### config.mk
export PLATFORM = sky130hd
export DESIGN_NAME = rtcts_top
export DESIGN_NICKNAME = d
export VERILOG_FILES = /design/src/verilog/rtcts_pkg.sv /design/src/verilog/rtcts_top.sv
export VERILOG_INCLUDE_DIRS = /design/src /design/src/verilog
export SDC_FILE = /design/constraint.sdc
export NUM_CORES = 1
export LEC_CHECK = 0
export ABC_AREA = 1
export ABC_CLOCK_PERIOD_IN_PS = 4200
export BUFFER_PORTS_ARGS = -buffer_cell sky130_fd_sc_hd__buf_2
export CELL_PAD_IN_SITES_DETAIL_PLACEMENT = 0
export CELL_PAD_IN_SITES_GLOBAL_PLACEMENT = 1
export CORE_MARGIN = 2
export CORE_UTILIZATION = 45
export CTS_CLUSTER_SIZE = 12
export DETAILED_ROUTE_END_ITERATION = 10
export PLACE_DENSITY = 0.95
export SLEW_MARGIN = 40
export SYNTH_ARGS = -nofsm -noshare
export SYNTH_HDL_FRONTEND = slang
export SYNTH_SLANG_ARGS = --single-unit
### constraint.sdc
create_clock -name pclk -period 4.2 [get_ports pclk]
set_clock_uncertainty 0.2 [all_clocks]
set_input_delay 0.84 -clock pclk [delete_from_list [all_inputs] [get_ports pclk]]
set_output_delay 0.84 -clock pclk [all_outputs]
set_load 0.01 [all_outputs]
### src/verilog/rtcts_regs.svh
// Purpose: register map, field positions, reset values and rates
// Assumes: byte address of a register is four times its index
// Notes:   definitions only
`ifndef RTCTS_REGS_SVH
`define RTCTS_REGS_SVH

// ****************************************************************
// register indices
// ****************************************************************
`define RTS_IDX_STATUS   6'h03
`define RTS_IDX_CONTROL  6'h07
`define RTS_IDX_TRIM     6'h08
`define RTS_IDX_DN_MIN   6'h18
`define RTS_IDX_DN_HOUR  6'h19
`define RTS_IDX_DN_DATE  6'h1a
`define RTS_IDX_DN_MTH   6'h1b
`define RTS_IDX_UP_MIN   6'h1c
`define RTS_IDX_UP_HOUR  6'h1d
`define RTS_IDX_UP_DATE  6'h1e
`define RTS_IDX_UP_MTH   6'h1f

// ****************************************************************
// field positions
// ****************************************************************
`define RTS_CTL_OUT      7
`define RTS_CTL_CLKEN    6
`define RTS_CTL_EXT_CLOCK_IN_EN   3
`define RTS_CTL_COARSE   2
`define RTS_STS_OSCST    7
`define RTS_STS_BACKUP   5
`define RTS_STS_PLF      4
`define RTS_STS_BKEN     3
`define RTS_TRIM_SIGN    7
`define RTS_FS_1HZ       2'h0
`define RTS_FS_4K        2'h1
`define RTS_FS_8K        2'h2

// ****************************************************************
// reset values and writable masks
// ****************************************************************
`define RTS_RST_BYTE     8'h00
`define RTS_MASK_MIN     8'h7f
`define RTS_MASK_HOUR    8'h7f
`define RTS_MASK_DATE    8'h3f
`define RTS_MASK_MTH     8'hff
`define RTS_MASK_STS     8'h98

// ****************************************************************
// rates
// ****************************************************************
`define RTS_OSC_HZ       32768
`define RTS_COARSE_HZ    128
`define RTS_SECS_PER_MIN 60

`endif

### src/verilog/rtcts_pkg.sv
// Purpose: shared types of the trim and time-stamp block
// Assumes: nothing
// Notes:   constants live in rtcts_regs.svh
package rtcts_pkg;

   // ****************************************************************
   // carriers
   // ****************************************************************
   typedef struct packed {
      logic [7:0] month;
      logic [7:0] date;
      logic [7:0] hours;
      logic [7:0] minutes;
   } rtcts_stamp_t;

   typedef enum logic [0:0] {
      PWR_PRIMARY = 1'b0,
      PWR_BACKUP  = 1'b1
   } rtcts_pwr_t;

endpackage

### src/verilog/rtcts_top.sv
// Purpose: oscillator trim, supply switchover and power-fail stamps
// Assumes: osc_tick is a one-cycle pulse per oscillator cycle;
//          pclk is far faster than the oscillator
// Notes:   APB slave, zero wait states, pslverr on backup
//
// Register access over APB was decided locally.
`include "rtcts_regs.svh"

module rtcts_top #(
   parameter int SEC_TICKS = `RTS_OSC_HZ
) (
   input  wire logic                  pclk,
   input  wire logic                  presetn,
   input  wire logic                  psel,
   input  wire logic                  penable,
   input  wire logic                  pwrite,
   input  wire logic [7:0]            paddr,
   input  wire logic [31:0]           pwdata,
   input  wire logic [3:0]            pstrb,
   output logic                       pready,
   output logic [31:0]                prdata,
   output logic                       pslverr,
   input  wire logic                  osc_tick,
   input  wire logic                  below_switchover_threshold,
   input  wire rtcts_pkg::rtcts_stamp_t cur_time,
   output logic                       trim_tick,
   output logic                       on_backup,
   output logic                       serial_bus_en,
   output logic                       multi_function_pin_o,
   output logic                       multi_function_pin_oe
);
   import rtcts_pkg::*;

   localparam int COARSE_T = `RTS_OSC_HZ / `RTS_COARSE_HZ;

   // ****************************************************************
   // state
   // ****************************************************************
   logic [7:0]   control_q;
   logic [7:0]   trim_q;
   logic         osc_start_q;
   logic         backup_input_en_q;
   logic         power_loss_flag_q;
   logic         armed_q;
   rtcts_pwr_t   pwr_q;
   rtcts_pwr_t   pwr_d;
   rtcts_stamp_t stamp_q [2];
   logic [7:0]   pend_q;
   logic         pend_add_q;
   logic [14:0]  sub_q;
   logic [5:0]   sec_q;
   logic         osc_lvl_q;
   logic         trim_tick_q;
   logic         mfp_lvl_q;
   logic         mfp_act_q;
   logic [31:0]  prdata_q;

   logic [6:0]   trim_count;
   logic         osc_en;
   logic         tick;
   logic         fine_wrap;
   logic         coarse_wrap;
   logic         trim_evt;
   logic         pend_busy;
   logic         wr_en;
   logic [5:0]   idx;
   logic         idx_ok;
   logic         go_down;
   logic         go_up;
   logic         plf_clr;

   // ****************************************************************
   // helpers
   // ****************************************************************
   function automatic logic map_hit(input logic [5:0] i);
      map_hit = (i == `RTS_IDX_STATUS) || (i == `RTS_IDX_CONTROL) ||
                (i == `RTS_IDX_TRIM) ||
                (i >= `RTS_IDX_DN_MIN && i <= `RTS_IDX_UP_MTH);
   endfunction

   // keep reserved stamp bits at zero
   function automatic rtcts_stamp_t clean(input rtcts_stamp_t s);
      clean.minutes = s.minutes & `RTS_MASK_MIN;
      clean.hours   = s.hours & `RTS_MASK_HOUR;
      clean.date    = s.date & `RTS_MASK_DATE;
      clean.month   = s.month & `RTS_MASK_MTH;
   endfunction

   function automatic logic [7:0] stamp_byte(input rtcts_stamp_t s,
                                             input logic [1:0]   f);
      unique case (f)
         2'h0: stamp_byte = s.minutes;
         2'h1: stamp_byte = s.hours;
         2'h2: stamp_byte = s.date;
         2'h3: stamp_byte = s.month;
      endcase
   endfunction

   // ****************************************************************
   // apb decode
   // ****************************************************************
   assign idx    = paddr[7:2];
   assign idx_ok = map_hit(idx) && (paddr[1:0] == 2'h0);
   // bus is dead while running from backup
   assign pready  = psel & penable;
   assign pslverr = psel & penable & (~idx_ok | (pwr_q == PWR_BACKUP));
   assign wr_en   = psel & penable & pwrite & pstrb[0] & ~pslverr;
   assign prdata  = prdata_q;

   always_ff @(posedge pclk or negedge presetn) begin
      if (!presetn) begin
         prdata_q <= '0;
      end else if (psel & ~penable & ~pwrite) begin
         prdata_q <= '0;
         if (idx_ok && (pwr_q == PWR_PRIMARY)) begin
            unique case (idx)
               `RTS_IDX_STATUS: begin
                  prdata_q[`RTS_STS_OSCST]  <= osc_start_q;
                  prdata_q[`RTS_STS_BACKUP] <= (pwr_q == PWR_BACKUP);
                  prdata_q[`RTS_STS_PLF]    <= power_loss_flag_q;
                  prdata_q[`RTS_STS_BKEN]   <= backup_input_en_q;
               end
               `RTS_IDX_CONTROL: prdata_q[7:0] <= control_q;
               `RTS_IDX_TRIM:    prdata_q[7:0] <= trim_q;
               default: begin
                  prdata_q[7:0] <= stamp_byte(stamp_q[idx[2]], idx[1:0]);
               end
            endcase
         end
      end
   end

   // ****************************************************************
   // control and trim registers
   // ****************************************************************
   always_ff @(posedge pclk or negedge presetn) begin
      if (!presetn) begin
         control_q <= `RTS_RST_BYTE;
      end else if (wr_en && idx == `RTS_IDX_CONTROL) begin
         control_q <= pwdata[7:0];
      end
   end

   always_ff @(posedge pclk or negedge presetn) begin
      if (!presetn) begin
         trim_q <= `RTS_RST_BYTE;
      end else if (wr_en && idx == `RTS_IDX_TRIM) begin
         trim_q <= pwdata[7:0];
      end
   end

   assign trim_count = trim_q[6:0];

   // ****************************************************************
   // status register
   // ****************************************************************
   always_ff @(posedge pclk or negedge presetn) begin
      if (!presetn) begin
         osc_start_q       <= 1'b0;
         backup_input_en_q <= 1'b0;
      end else if (wr_en && idx == `RTS_IDX_STATUS) begin
         osc_start_q       <= pwdata[`RTS_STS_OSCST];
         backup_input_en_q <= pwdata[`RTS_STS_BKEN];
      end
   end

   assign plf_clr = wr_en && idx == `RTS_IDX_STATUS && !pwdata[`RTS_STS_PLF];

   // ****************************************************************
   // supply switchover
   // ****************************************************************
   always_comb begin
      pwr_d = pwr_q;
      unique case (pwr_q)
         PWR_PRIMARY: begin
            if (backup_input_en_q && below_switchover_threshold) begin
               pwr_d = PWR_BACKUP;
            end
         end
         PWR_BACKUP: begin
            if (!below_switchover_threshold || !backup_input_en_q) begin
               pwr_d = PWR_PRIMARY;
            end
         end
      endcase
   end

   always_ff @(posedge pclk or negedge presetn) begin
      if (!presetn) begin
         pwr_q <= PWR_PRIMARY;
      end else begin
         pwr_q <= pwr_d;
      end
   end

   assign go_down = (pwr_q == PWR_PRIMARY) && (pwr_d == PWR_BACKUP);
   assign go_up   = (pwr_q == PWR_BACKUP) && (pwr_d == PWR_PRIMARY);

   // ****************************************************************
   // power-fail stamps
   // ****************************************************************
   // armed: a down stamp was taken with the flag clear, so the
   // matching up stamp may still be logged
   always_ff @(posedge pclk or negedge presetn) begin
      if (!presetn) begin
         armed_q <= 1'b0;
      end else if (go_down) begin
         armed_q <= ~power_loss_flag_q;
      end else if (go_up) begin
         armed_q <= 1'b0;
      end
   end

   // capture beats a clear in the same cycle
   always_ff @(posedge pclk or negedge presetn) begin
      if (!presetn) begin
         power_loss_flag_q <= 1'b0;
      end else if (go_down || go_up) begin
         power_loss_flag_q <= 1'b1;
      end else if (plf_clr) begin
         power_loss_flag_q <= 1'b0;
      end
   end

   always_ff @(posedge pclk or negedge presetn) begin
      if (!presetn) begin
         stamp_q[0] <= '0;
         stamp_q[1] <= '0;
      end else if (go_down && !power_loss_flag_q) begin
         stamp_q[0] <= clean(cur_time);
      end else if (go_up && armed_q) begin
         stamp_q[1] <= clean(cur_time);
      end else if (plf_clr && power_loss_flag_q) begin
         stamp_q[0] <= '0;
         stamp_q[1] <= '0;
      end else if (wr_en && idx >= `RTS_IDX_DN_MIN) begin
         unique case (idx[1:0])
            2'h0: stamp_q[idx[2]].minutes <= pwdata[7:0] & `RTS_MASK_MIN;
            2'h1: stamp_q[idx[2]].hours   <= pwdata[7:0] & `RTS_MASK_HOUR;
            2'h2: stamp_q[idx[2]].date    <= pwdata[7:0] & `RTS_MASK_DATE;
            2'h3: stamp_q[idx[2]].month   <= pwdata[7:0];
         endcase
      end
   end

   // ****************************************************************
   // digital trim
   // ****************************************************************
   // trimming keeps running on backup
   assign osc_en    = osc_tick & (osc_start_q | control_q[`RTS_CTL_EXT_CLOCK_IN_EN]);
   assign pend_busy = (pend_q != 8'h00);

   // add: insert ticks in idle cycles; remove: swallow real ticks
   always_comb begin
      tick = osc_en;
      if (pend_busy && pend_add_q) begin
         tick = ~osc_en | osc_en;
      end else if (pend_busy) begin
         tick = 1'b0;
      end
   end

   always_ff @(posedge pclk or negedge presetn) begin
      if (!presetn) begin
         sub_q <= '0;
         sec_q <= '0;
      end else if (tick) begin
         if (sub_q == 15'(SEC_TICKS - 1)) begin
            sub_q <= '0;
            sec_q <= (sec_q == 6'(`RTS_SECS_PER_MIN - 1)) ? 6'h00 : sec_q + 6'h01;
         end else begin
            sub_q <= sub_q + 15'h0001;
         end
      end
   end

   assign fine_wrap   = tick && sub_q == 15'(SEC_TICKS - 1) &&
                        sec_q == 6'(`RTS_SECS_PER_MIN - 1);
   assign coarse_wrap = tick && sub_q[7:0] == 8'(COARSE_T - 1);
   assign trim_evt    = control_q[`RTS_CTL_COARSE] ? coarse_wrap
                                                   : fine_wrap;

   always_ff @(posedge pclk or negedge presetn) begin
      if (!presetn) begin
         pend_q     <= 8'h00;
         pend_add_q <= 1'b0;
      end else if (trim_evt && trim_count != 7'h00) begin
         pend_q     <= {trim_count, 1'b0};
         pend_add_q <= trim_q[`RTS_TRIM_SIGN];
      end else if (pend_busy && (pend_add_q ? ~osc_en : osc_en)) begin
         pend_q <= pend_q - 8'h01;
      end
   end

   always_ff @(posedge pclk or negedge presetn) begin
      if (!presetn) begin
         trim_tick_q <= 1'b0;
      end else begin
         trim_tick_q <= tick;
      end
   end

   assign trim_tick = trim_tick_q;

   // ****************************************************************
   // multi-function pin
   // ****************************************************************
   always_ff @(posedge pclk or negedge presetn) begin
      if (!presetn) begin
         osc_lvl_q <= 1'b0;
      end else if (osc_en) begin
         osc_lvl_q <= ~osc_lvl_q;
      end
   end

   always_ff @(posedge pclk or negedge presetn) begin
      if (!presetn) begin
         mfp_lvl_q <= 1'b1;
         mfp_act_q <= 1'b0;
      end else if (pwr_q == PWR_BACKUP) begin
         mfp_lvl_q <= 1'b1;
         mfp_act_q <= 1'b0;
      end else if (control_q[`RTS_CTL_CLKEN] && control_q[`RTS_CTL_COARSE]) begin
         mfp_lvl_q <= sub_q[8];
         mfp_act_q <= 1'b1;
      end else if (control_q[`RTS_CTL_CLKEN]) begin
         unique case (control_q[1:0])
            `RTS_FS_1HZ: mfp_lvl_q <= sub_q[14];
            `RTS_FS_4K:  mfp_lvl_q <= sub_q[2];
            `RTS_FS_8K:  mfp_lvl_q <= sub_q[1];
            default:     mfp_lvl_q <= osc_lvl_q;
         endcase
         mfp_act_q <= 1'b1;
      end else begin
         mfp_lvl_q <= control_q[`RTS_CTL_OUT];
         mfp_act_q <= 1'b1;
      end
   end

   // open drain: pull low only
   assign multi_function_pin_o  = 1'b0;
   assign multi_function_pin_oe = mfp_act_q & ~mfp_lvl_q;

   assign on_backup     = (pwr_q == PWR_BACKUP);
   assign serial_bus_en = (pwr_q == PWR_PRIMARY);

endmodule

==> flow_summary.json, run 1 <==
{
  "r2r_slack_ns": 1.30,
  "switching_share_pct": 26.7,
  "rr_endpoint": "pend_q[7]",
  "powerDensity_nw_per_um2": 326,
  "initial_core_util_pct": 46.3,
  "worst_hold_path.endpoint": "osc_lvl_q",
  "synth_xor_area_share_pct": 1.57,
  "status": "finished, final reports clean",
  "drtIter0Drc": 976,
  "yosysWarnings": 0,
  "ys_types": 40,
  "p_comb_share_pct": 8.6,
  "critPathMaxStageDelay_ns": 0.47,
  "num_io_pins": 122,
  "cts_setup_buffers": 0,
  "synth_top_area_share_pct": 37.6,
  "wl_um": 26200,
  "worstPathMaxFanout": 40,
  "routabilityCongestion": 0.888,
  "cts_hold_buf": 0,
  "clk_pin_slew_ns": 0.06,
  "synth_seq_area_share_pct": 38.0,
  "critPathCaptureType": "flip-flop",
  "postRouteAntennaNets": 0,
  "syn_avg_cell_area_um2": 6.85,
  "pwr-share-seq_pct": 40.3,
  "drc": 0,
  "cp.arrival_ns": 3.30,
  "core_area_um2": 18100,
  "dr.pass1.iters": 6,
  "h-tree-depth": 4,
  "die-area_um2": 19700,
  "path_cells": "buf_2 -> buf_4 -> nor2_8 -> nand3_4 -> nand3_2 -> nand3_2 -> nor2_4 -> nand3_4 -> buf_4 -> nand2_1 -> o21ai_0 -> nand2_1 -> nand2_1",
  "yosys-top-cells-area": "dfrtp_1, nand2_1, o21ai_0, nand3_1, inv_1",
  "cts_tree": "done",
  "synthMuxAreaShare_pct": 0,
  "clkLatencyLatePin_ns": 0.43,
  "crit_slowest_cell": "buf_4",
  "dp.final_hpwl_um": 17200,
  "max_freq_mhz": 319,
  "max-vdd-ir-drop_uv": 291,
  "leakage_uw": 0.00480,
  "finalHoldViolCount": 0,
  "worst-path-buf-inv": 3,
  "rsz0062_at_grt": "no",
  "switching_power_uw": 820,
  "dieWidth_um": 140,
  "ys_ff_latch": 127,
  "vias": 8497,
  "vias_per_cell": 5.63,
  "max_cap_violations": 0,
  "post-route-min-period_ns": 3.14,
  "grt_start_max_net_pins": 128,
  "setup_viol": 0,
  "grt_pass1_wl_um": 41700,
  "wire_per_inst_um": 17.4,
  "synth_compound_area_share_pct": 14.5,
  "hold_class": "reg2reg",
  "startpoint_type": "input pin",
  "crit_top_cell": "nand2_1",
  "synthAdderAreaFrac_pct": 1.05,
  "async_flop_share_pct": 100,
  "cts-root-buf": "clkbuf_16",
  "antenna_found_initial": 0,
  "cp.required_ns": 4.37,
  "period_share_pct": 74.7,
  "synth_simple_gate_area_share_pct": 34.1,
  "cp-startpoint": "paddr[3]",
  "cts.sinks": 127,
  "holdPathStages": 1,
  "clkPwrFrac_pct": 51.1,
  "holdCritStartpoint": "osc_lvl_q",
  "synth_edf_count": 0,
  "place_inst": 1477,
  "ys.flop_type": "dfrtp_1",
  "grt.overflow.total": 0,
  "numCtsBuffers": 17,
  "diodes": 0,
  "r2r_start": "pend_q[0]",
  "yosysTopAreaCell": "dfrtp_1",
  "drive_above_1_share_pct": 11.3,
  "fin_nets": 1357,
  "post_cts_resized": 0,
  "track_usage_pct": 26.9,
  "numPortBuffers": 65,
  "grt_pass1_vias": 7664,
  "worstMarginPinSlew_ns": 0.839,
  "slew_violations": 0,
  "r2r_cells": 12,
  "critPathTopFamily": "simple AND/OR/NAND/NOR gates",
  "synth_top_family_by_area": "simple AND/OR/NAND/NOR gates",
  "p_int_uw": 2250,
  "path_class": "in2reg",
  "die_y_um": 140,
  "clockBufferDepth": 2,
  "rows": 49,
  "final_cell_count_no_fill": 1509,
  "areaGrowthSynthToFinish_pct": 12.4,
  "setup-tns-final_ns": 0,
  "syn_area_um2": 8380,
  "slew-limit-headroom_pct": 44.0,
  "postSynthCellCount": 1223
}
[cells by family (layout without fill, tap and decap cells)]
kind of cell	count (synthesis)	count (layout)
AND/OR/NAND/NOR	658	658
AO/OA/AOI/OAI	214	214
buffers and inverters	201	234
flip-flops	127	127
XOR/XNOR	15	15
adder cells (fa/ha/maj)	7	7
other	1	25
[worst reg2reg max path, cell delays in order (launching register included)]
cell	delay, ns
dfrtp_1	0.37
inv_1	0.13
ha_1	0.21
nand2_1	0.11
nor2_1	0.22
o21ai_1	0.09
buf_4	0.19
nand3b_1	0.19
nand2_1	0.08
nand2_1	0.37
clkinv_1	0.39
nand2_1	0.16
nand3_1	0.08
[cell usage after synthesis, types with 2 or more instances]
master     count
a21oi_1       54
nand3_2        7
a22oi_1        9
o221ai_1      13
o211ai_1       6
nor2_2         5
nand2_1      434
clkinv_1       2
o2111ai_1      7
clkbuf_1      32
nor4_1         3
buf_2         17
nand2_4        2
nand3_1      103
nor2_1        53
o22ai_1       13
buf_1          7
nor3_1        11
nand4_1       23
dfrtp_1      126
buf_4         27
xor2_1        11
xnor2_1        4
nor2_8         2
o21bai_1       6
nand3b_1       8
inv_2          4
inv_1        109
o21ai_0      105
nand3_4        2
buf_6          3
ha_1           7
[placed cells by master, fill, tap and decap left out, types with 4 or more instances in the layout]
cell type  count
nand2_1      434
dfrtp_1      126
inv_1        109
o21ai_0      105
nand3_1      103
buf_2         64
a21oi_1       54
nor2_1        53
conb_1        25
nand4_1       23
buf_4         21
clkbuf_16     17
o22ai_1       13
o221ai_1      13
nor3_1        11
xor2_1        11
a22oi_1        9
nand3b_1       8
nand3_2        7
o2111ai_1      7
ha_1           7
o211ai_1       6
o21bai_1       6
nor2_2         5
inv_2          4
xnor2_1        4
inv_6          4
clkinv_4       4
[stage by stage]
stage | worst slack (ns) | hold slack (ns) | utilization (%) | instance area (um^2) | total power (uW)
final | 1.06 | 0.276 | 52.1 | 9420 | 3070
after detailed placement | 0.703 | 0.263 | 48.7 | 8800 | 1510
after global placement | 0.759 | 0.260 | 48.7 | 8800 | 1510
after floorplan | 1.62 | 0.241 | - | 8470 | 1410
after global routing | 0.918 | 0.291 | 52.1 | 9420 | 3150
after CTS | 1.15 | 0.280 | 52.1 | 9420 | 3080
[worst max path at each step]
stage / endpoint / cells after the start / slack [ns]
3_5_place_dp: stamp_q[21] / 13 / 0.70
4_1_cts: stamp_q[21] / 13 / 1.15
6_report: stamp_q[21] / 13 / 1.06
3_3_place_gp: stamp_q[7] / 13 / 0.76
2_1_floorplan: pslverr / 6 / 1.62
5_1_grt: stamp_q[21] / 13 / 0.92
[final cells by class]
cell class | instances | area, um^2
Inverter | 115 | 432
Clock buffer | 18 | 429
Tap cell | 229 | 287
Clock inverter | 14 | 183
Multi-Input combinational cell | 919 | 4390
Sequential cell | 127 | 3180
Fill cell | 1810 | 8670
Timing Repair Buffer | 87 | 518
[sequential cells by signal, indices dropped and copies added (netlist names)]
name,cells
armed_q,1
backup_input_en_q,1
control_q,8
mfp_act_q,1
mfp_lvl_q,1
on_backup,1
osc_lvl_q,1
osc_start_q,1
pend_add_q,1
pend_q,8
power_loss_flag_q,1
prdata,8
sec_q,6
stamp_q,64
sub_q,15
trim_q,8
trim_tick,1
[routing by layer]
metal  global-route usage (%)  share of wire (%)
met3                     5.09                8.7
met1                     38.0                 44
met2                     40.7                 43
met4                     11.3                3.7
met5                        0                  0
[power by group through the flow]
stage	Combinational, uW	Sequential, uW	Clock [uW]
2_1_floorplan	155	1260	0
3_3_place_gp	255	1260	0
3_5_place_dp	257	1260	0
4_1_cts	258	1240	1580
5_1_grt	287	1240	1630
6_report	264	1240	1570
No activity file was read; power rests on OpenSTA's default activity.
==> inputs of run 2 (changes only) <==
--- a/config.mk
+++ b/config.mk
@@ -7,15 +7,15 @@
 export NUM_CORES = 1
 export LEC_CHECK = 0
 export ABC_AREA = 1
-export ABC_CLOCK_PERIOD_IN_PS = 4200
+export ABC_CLOCK_PERIOD_IN_PS = 2700
 export BUFFER_PORTS_ARGS = -buffer_cell sky130_fd_sc_hd__buf_2
 export CELL_PAD_IN_SITES_DETAIL_PLACEMENT = 0
 export CELL_PAD_IN_SITES_GLOBAL_PLACEMENT = 1
 export CORE_MARGIN = 2
-export CORE_UTILIZATION = 45
+export CORE_UTILIZATION = 37
 export CTS_CLUSTER_SIZE = 12
 export DETAILED_ROUTE_END_ITERATION = 10
-export PLACE_DENSITY = 0.95
+export PLACE_DENSITY = 0.86
 export SLEW_MARGIN = 40
 export SYNTH_ARGS = -nofsm -noshare
 export SYNTH_HDL_FRONTEND = slang
==> constraint.sdc (replaced) <==
create_clock -name pclk -period 2.7 [get_ports pclk]
set_clock_uncertainty 0.2 [all_clocks]
set_input_delay 0.54 -clock pclk [delete_from_list [all_inputs] [get_ports pclk]]
set_output_delay 0.54 -clock pclk [all_outputs]
set_load 0.01 [all_outputs]
==> run 2 against run 1 <==
Effect of this change: register-to-register slack got worse by 0.98 ns; non-clock buffer count is 30 higher; flip-flop and latch count unchanged; routed wire length increased by 3.3%; combinational power rose by 67%; clock power grew 49%; worst hold slack got worse by 0.056 ns; total power rose by 53%; worst setup slack worse by 0.74 ns; critical path type is now reg2reg; die area grew 21%; largest power group unchanged; core utilization is 8.6 points lower.
==> flow_summary.json, run 2 (synthesis results as in run 1) <==
{
  "max_freq_mhz": 421,
  "cts.sinks": 127,
  "worstPathMaxFanout": 7,
  "powerDensity_nw_per_um2": 483,
  "dp.final_hpwl_um": 19200,
  "die_y_um": 154,
  "track_usage_pct": 22.9,
  "critPathMaxStageDelay_ns": 0.38,
  "cts-root-buf": "clkbuf_16",
  "post-route-min-period_ns": 2.38,
  "layout_common_cells": "nand2_1, dfrtp_1, inv_1",
  "die-area_um2": 23900,
  "holdWs_ns": 0.220,
  "worstMarginPinSlew_ns": 0.636,
  "grt_start_max_net_pins": 60,
  "setup_viol": 0,
  "cts_tree": "done",
  "diodes": 0,
  "wire_per_inst_um": 17.0,
  "drive_above_1_share_pct": 13.5,
  "clk_pin_slew_ns": 0.07,
  "drtIter0Drc": 855,
  "vias_per_cell": 5.27,
  "fin_nets": 1387,
  "rsz0062_at_grt": "no",
  "reg_top3": "stamp_q (64), sub_q (15)",
  "postRouteAntennaNets": 0,
  "path_class": "reg2reg",
  "initial_core_util_pct": 37.3,
  "numCtsBuffers": 17,
  "rows": 55,
  "slew-limit-headroom_pct": 57.6,
  "crit_top_cell": "nand2_1",
  "hold_class": "in2reg",
  "critPathCaptureType": "flip-flop",
  "final_common_cell": "nand2_1",
  "clkLatencyLatePin_ns": 0.43,
  "cp.arrival_ns": 2.48,
  "core_area_um2": 22400,
  "vias": 8413,
  "areaGrowthSynthToFinish_pct": 16.4,
  "largest_reg_flops": 64,
  "finalHoldViolCount": 0,
  "grt.overflow.total": 0,
  "h-tree-depth": 4,
  "design_area_um2": 9750,
  "max_cap_violations": 0,
  "path_cells": "inv_1 -> ha_1 -> nand2_1 -> nor2_2 -> nand2_1 -> o21ai_2 -> nand3_1 -> nor2_2 -> nand2_1 -> nand2_1 -> a22oi_1",
  "routabilityCongestion": 0.898,
  "setup-tns-final_ns": 0,
  "leakage_uw": 0.00497,
  "drc": 0,
  "regMostFlops": "stamp_q",
  "period_share_pct": 88.0,
  "grt_pass1_wl_um": 42900,
  "slew_violations": 0,
  "placed_area_um2": 9140,
  "clockBufferDepth": 2,
  "dieWidth_um": 154,
  "status": "finished, final reports clean",
  "startpoint_type": "flip-flop",
  "dr.pass1.iters": 5,
  "crit_slowest_cell": "dfrtp_1",
  "antenna_found_initial": 0,
  "max-vdd-ir-drop_uv": 350,
  "cp.required_ns": 2.80,
  "wl_um": 27100,
  "num_io_pins": 122,
  "grt_pass1_vias": 7850,
  "numPortBuffers": 65
}
-- run 2: cell types whose count changed in the layout (fill, tap and decap cells not counted), sizes merged --
| cell | change |
|---|---|
| bufinv | -2 |
| inv | +6 |
| clkinvlp | -3 |
| dlygate4sd3 | +1 |
| buf | +29 |
| clkbuf | -1 |
-- run 2: critical path: cells and delay by family, from the launching register on --
| family | cells | cell delay [ns] |
|---|---|---|
| AOI/OAI and AO/OA | 2 | 0.26 |
| adders and majority gates | 1 | 0.20 |
| buffers and inverters | 1 | 0.12 |
| DFF | 1 | 0.38 |
| and+or+nand+nor | 7 | 1.10 |
-- run 2: path summary, 6_finish.rpt --
path	from	endpoint	slack [ns]	depth (start not counted)
setup reg to reg	pend_q[0]	sub_q[13]	0.32	11
hold reg to reg	osc_lvl_q	osc_lvl_q	0.28	1
hold / removal	cur_time[8]	stamp_q[8]	0.22	5
setup / recovery	pend_q[0]	sub_q[13]	0.32	11
max in group asynchronous	presetn	stamp_q[3]	1.11	3
min in group asynchronous	presetn	sub_q[7]	0.46	2
-- run 2: cell type report --
cell class              instances  area (um^2)
multi-input cells             919         4400
inverters                     115          432
fillers                      2370        12700
flip-flops and latches        127         3180
repair buffers                117          796
clock inverters                15          166
clock buffers                  17          425
well taps                     285          357
-- run 2: through the flow --
step | std cells | utilization, % | total power (uW) | worst slack, ns
2_1_floorplan | 1247 | - | 2200 | 0.460
3_3_place_gp | 1562 | 40.7 | 2390 | 0.00288
3_5_place_dp | 1562 | 40.7 | 2390 | 0.0144
4_1_cts | 1595 | 43.4 | 4740 | 0.0181
5_1_grt | 1595 | 43.5 | 4860 | 0.0358
6_report | 1595 | 43.5 | 4710 | 0.324
-- run 2: report_power, final --
| group | internal [uW] | leakage [uW] | switching, uW | total [uW] |
|---|---|---|---|---|
| clock network | 1320 | 0.000294 | 1020 | 2340 |
| logic | 133 | 0.00299 | 307 | 440 |
| registers | 1910 | 0.00169 | 8.35 | 1920 |
| total | 3360 | 0.00497 | 1340 | 4710 |
-- run 2: routing by layer --
| layer | share of wire [%] | global-route usage [%] |
|---|---|---|
| met5 | 0 | 0 |
| met4 | 2.1 | 6.66 |
| met3 | 7.4 | 4.43 |
| met2 | 45 | 36.5 |
| met1 | 45 | 31.8 |
-- run 2: what timing repair did --
| action | 4_1_cts | 5_1_grt |
|---|---|---|
| setup buffers | 0 | 0 |
| gates resized for setup | 0 | 3 |
| hold buffers | 1 | 0 |
| hold endpoints to repair | 43 | 0 |
| setup endpoints to repair | 0 | 16 |
==> inputs of run 3 (changes only) <==
--- a/config.mk
+++ b/config.mk
@@ -12,10 +12,10 @@
 export CELL_PAD_IN_SITES_DETAIL_PLACEMENT = 0
 export CELL_PAD_IN_SITES_GLOBAL_PLACEMENT = 1
 export CORE_MARGIN = 2
-export CORE_UTILIZATION = 37
+export CORE_UTILIZATION = 26
 export CTS_CLUSTER_SIZE = 12
 export DETAILED_ROUTE_END_ITERATION = 10
-export PLACE_DENSITY = 0.86
+export PLACE_DENSITY = 0.67
 export SLEW_MARGIN = 40
 export SYNTH_ARGS = -nofsm -noshare
 export SYNTH_HDL_FRONTEND = slang
==> run 3 against run 2 <==
Effect of this change: flip-flop and latch count is the same; combinational power grew 6.6%; sequential share of layout area shrank 0.95 points; global-route usage shrank 4.4 points; core utilization shrank 12 points; worst setup slack lost 0.062 ns; die area grew 41%; cell count grew 8.2%; critical path depth grew 2; sequential power is essentially flat; first-iteration DRC count shrank 13%.
==> flow_summary.json, run 3 (synthesis results as in run 1) <==
{
  "status": "finished, final reports clean",
  "routabilityCongestion": 0.891,
  "cts_tree": "done",
  "grt_pass1_vias": 8115,
  "areaGrowthSynthToFinish_pct": 19.9,
  "vias": 8470,
  "reg_top3": "stamp_q (64), sub_q (15)",
  "leakage_uw": 0.00503,
  "clkLatencyLatePin_ns": 0.43,
  "slew-limit-headroom_pct": 55.3,
  "fin_nets": 1401,
  "vias_per_cell": 4.91,
  "initial_core_util_pct": 26.5,
  "wire_per_inst_um": 17.5,
  "die-area_um2": 33700,
  "antenna_found_initial": 0,
  "hold_class": "in2reg",
  "postRouteAntennaNets": 0,
  "h-tree-depth": 4,
  "largest_reg_flops": 64,
  "cts-root-buf": "clkbuf_16",
  "powerDensity_nw_per_um2": 472,
  "numCtsBuffers": 17,
  "track_usage_pct": 18.5,
  "placed_area_um2": 9420,
  "grt_start_max_net_pins": 78,
  "max_freq_mhz": 410,
  "worstPathMaxFanout": 15,
  "dieWidth_um": 183,
  "cts.sinks": 127,
  "grt.overflow.total": 0,
  "startpoint_type": "flip-flop",
  "regMostFlops": "stamp_q",
  "layout_common_cells": "nand2_1, dfrtp_1, inv_1",
  "dr.pass1.iters": 5,
  "max_cap_violations": 0,
  "num_io_pins": 122,
  "clk_pin_slew_ns": 0.06,
  "dp.final_hpwl_um": 21400,
  "drtIter0Drc": 740,
  "design_area_um2": 10000,
  "post-route-min-period_ns": 2.44,
  "rsz0062_at_grt": "no",
  "slew_violations": 0,
  "finalHoldViolCount": 0,
  "clockBufferDepth": 2,
  "period_share_pct": 90.3,
  "power_uw": 4750,
  "max-vdd-ir-drop_uv": 416,
  "numPortBuffers": 65,
  "path_class": "reg2reg",
  "cp.arrival_ns": 2.54,
  "worstMarginPinSlew_ns": 0.668,
  "final_common_cell": "nand2_1",
  "post-route-util_pct": 31.8,
  "cp.required_ns": 2.80,
  "diodes": 0,
  "setup_viol": 0,
  "die_y_um": 183,
  "core_area_um2": 31600,
  "critPathCaptureType": "flip-flop",
  "drive_above_1_share_pct": 14.5,
  "wl_um": 30200,
  "rows": 65,
  "holdWs_ns": 0.219,
  "grt_pass1_wl_um": 47200,
  "drc": 0
}
==> run 3: critical path: stages, from the launching register on <==
cell and delay [ns]:
dfrtp_1 0.37, inv_1 0.12, ha_1 0.20, nand2_1 0.14, nor2_4 0.17, nand2_1 0.06, o21ai_1 0.15, buf_12 0.17
nand3_2 0.11, a21oi_1 0.14, nand2_1 0.10, buf_4 0.20, nand3_1 0.07, nand3_1 0.09
==> run 3: final timing paths <==
kind	start	end	slack [ns]	cells past startpoint
setup / recovery	pend_q[0]	pend_q[7]	0.26	13
hold / removal	cur_time[25]	stamp_q[25]	0.22	5
setup reg to reg	pend_q[0]	pend_q[7]	0.26	13
hold reg to reg	osc_lvl_q	osc_lvl_q	0.27	1
max in group asynchronous	presetn	stamp_q[60]	1.27	3
min in group asynchronous	presetn	sub_q[6]	0.31	2
==> run 3: final cells by class <==
| cell class | count | area (um^2) |
|---|---|---|
| clock inverter | 12 | 135 |
| inverter | 115 | 433 |
| tap | 402 | 503 |
| multi-input combinational | 919 | 4410 |
| timing repair buffer | 131 | 930 |
| fill | 3481 | 21600 |
| clock buffer | 20 | 457 |
| sequential | 127 | 3180 |
==> run 3: what timing repair did <==
item | 4_1_cts | 5_1_grt
hold buffers | 1 | 0
setup buffers | 0 | 0
hold endpoints to repair | 15 | 0
endpoints found under the setup margin | 1 | 13
pin swaps | 0 | 0
gates resized for setup | 1 | 5
==> run 3: per-layer routing <==
| layer | vias to the layer above | wire (um) | global-route usage (%) |
|---|---|---|---|
| li1 | 4125 | - | - |
| met1 | 4011 | 14300 | 25.8 |
| met2 | 294 | 13400 | 28.9 |
| met3 | 40 | 1890 | 3.66 |
| met4 | 0 | 622 | 5.41 |
| met5 | - | 0 | 0 |
==> run 3: per-stage QoR <==
step	instances	setup slack, ns	TNS [ns]
floorplan	1247	0.460	0
global placement	1693	0.00735	0
detailed placement	1693	-0.0174	-0.106
CTS	1726	0.0305	0
global route	1726	0.0120	0
finish	1726	0.262	0
==> run 3: report_power, final <==
| part | internal, uW | leakage [uW] | switching (uW) | total (uW) |
|---|---|---|---|---|
| Combinational | 142 | 0.00306 | 327 | 469 |
| Clock | 1410 | 0.000279 | 941 | 2350 |
| Sequential | 1920 | 0.00169 | 8.11 | 1920 |
| Total | 3470 | 0.00503 | 1280 | 4750 |
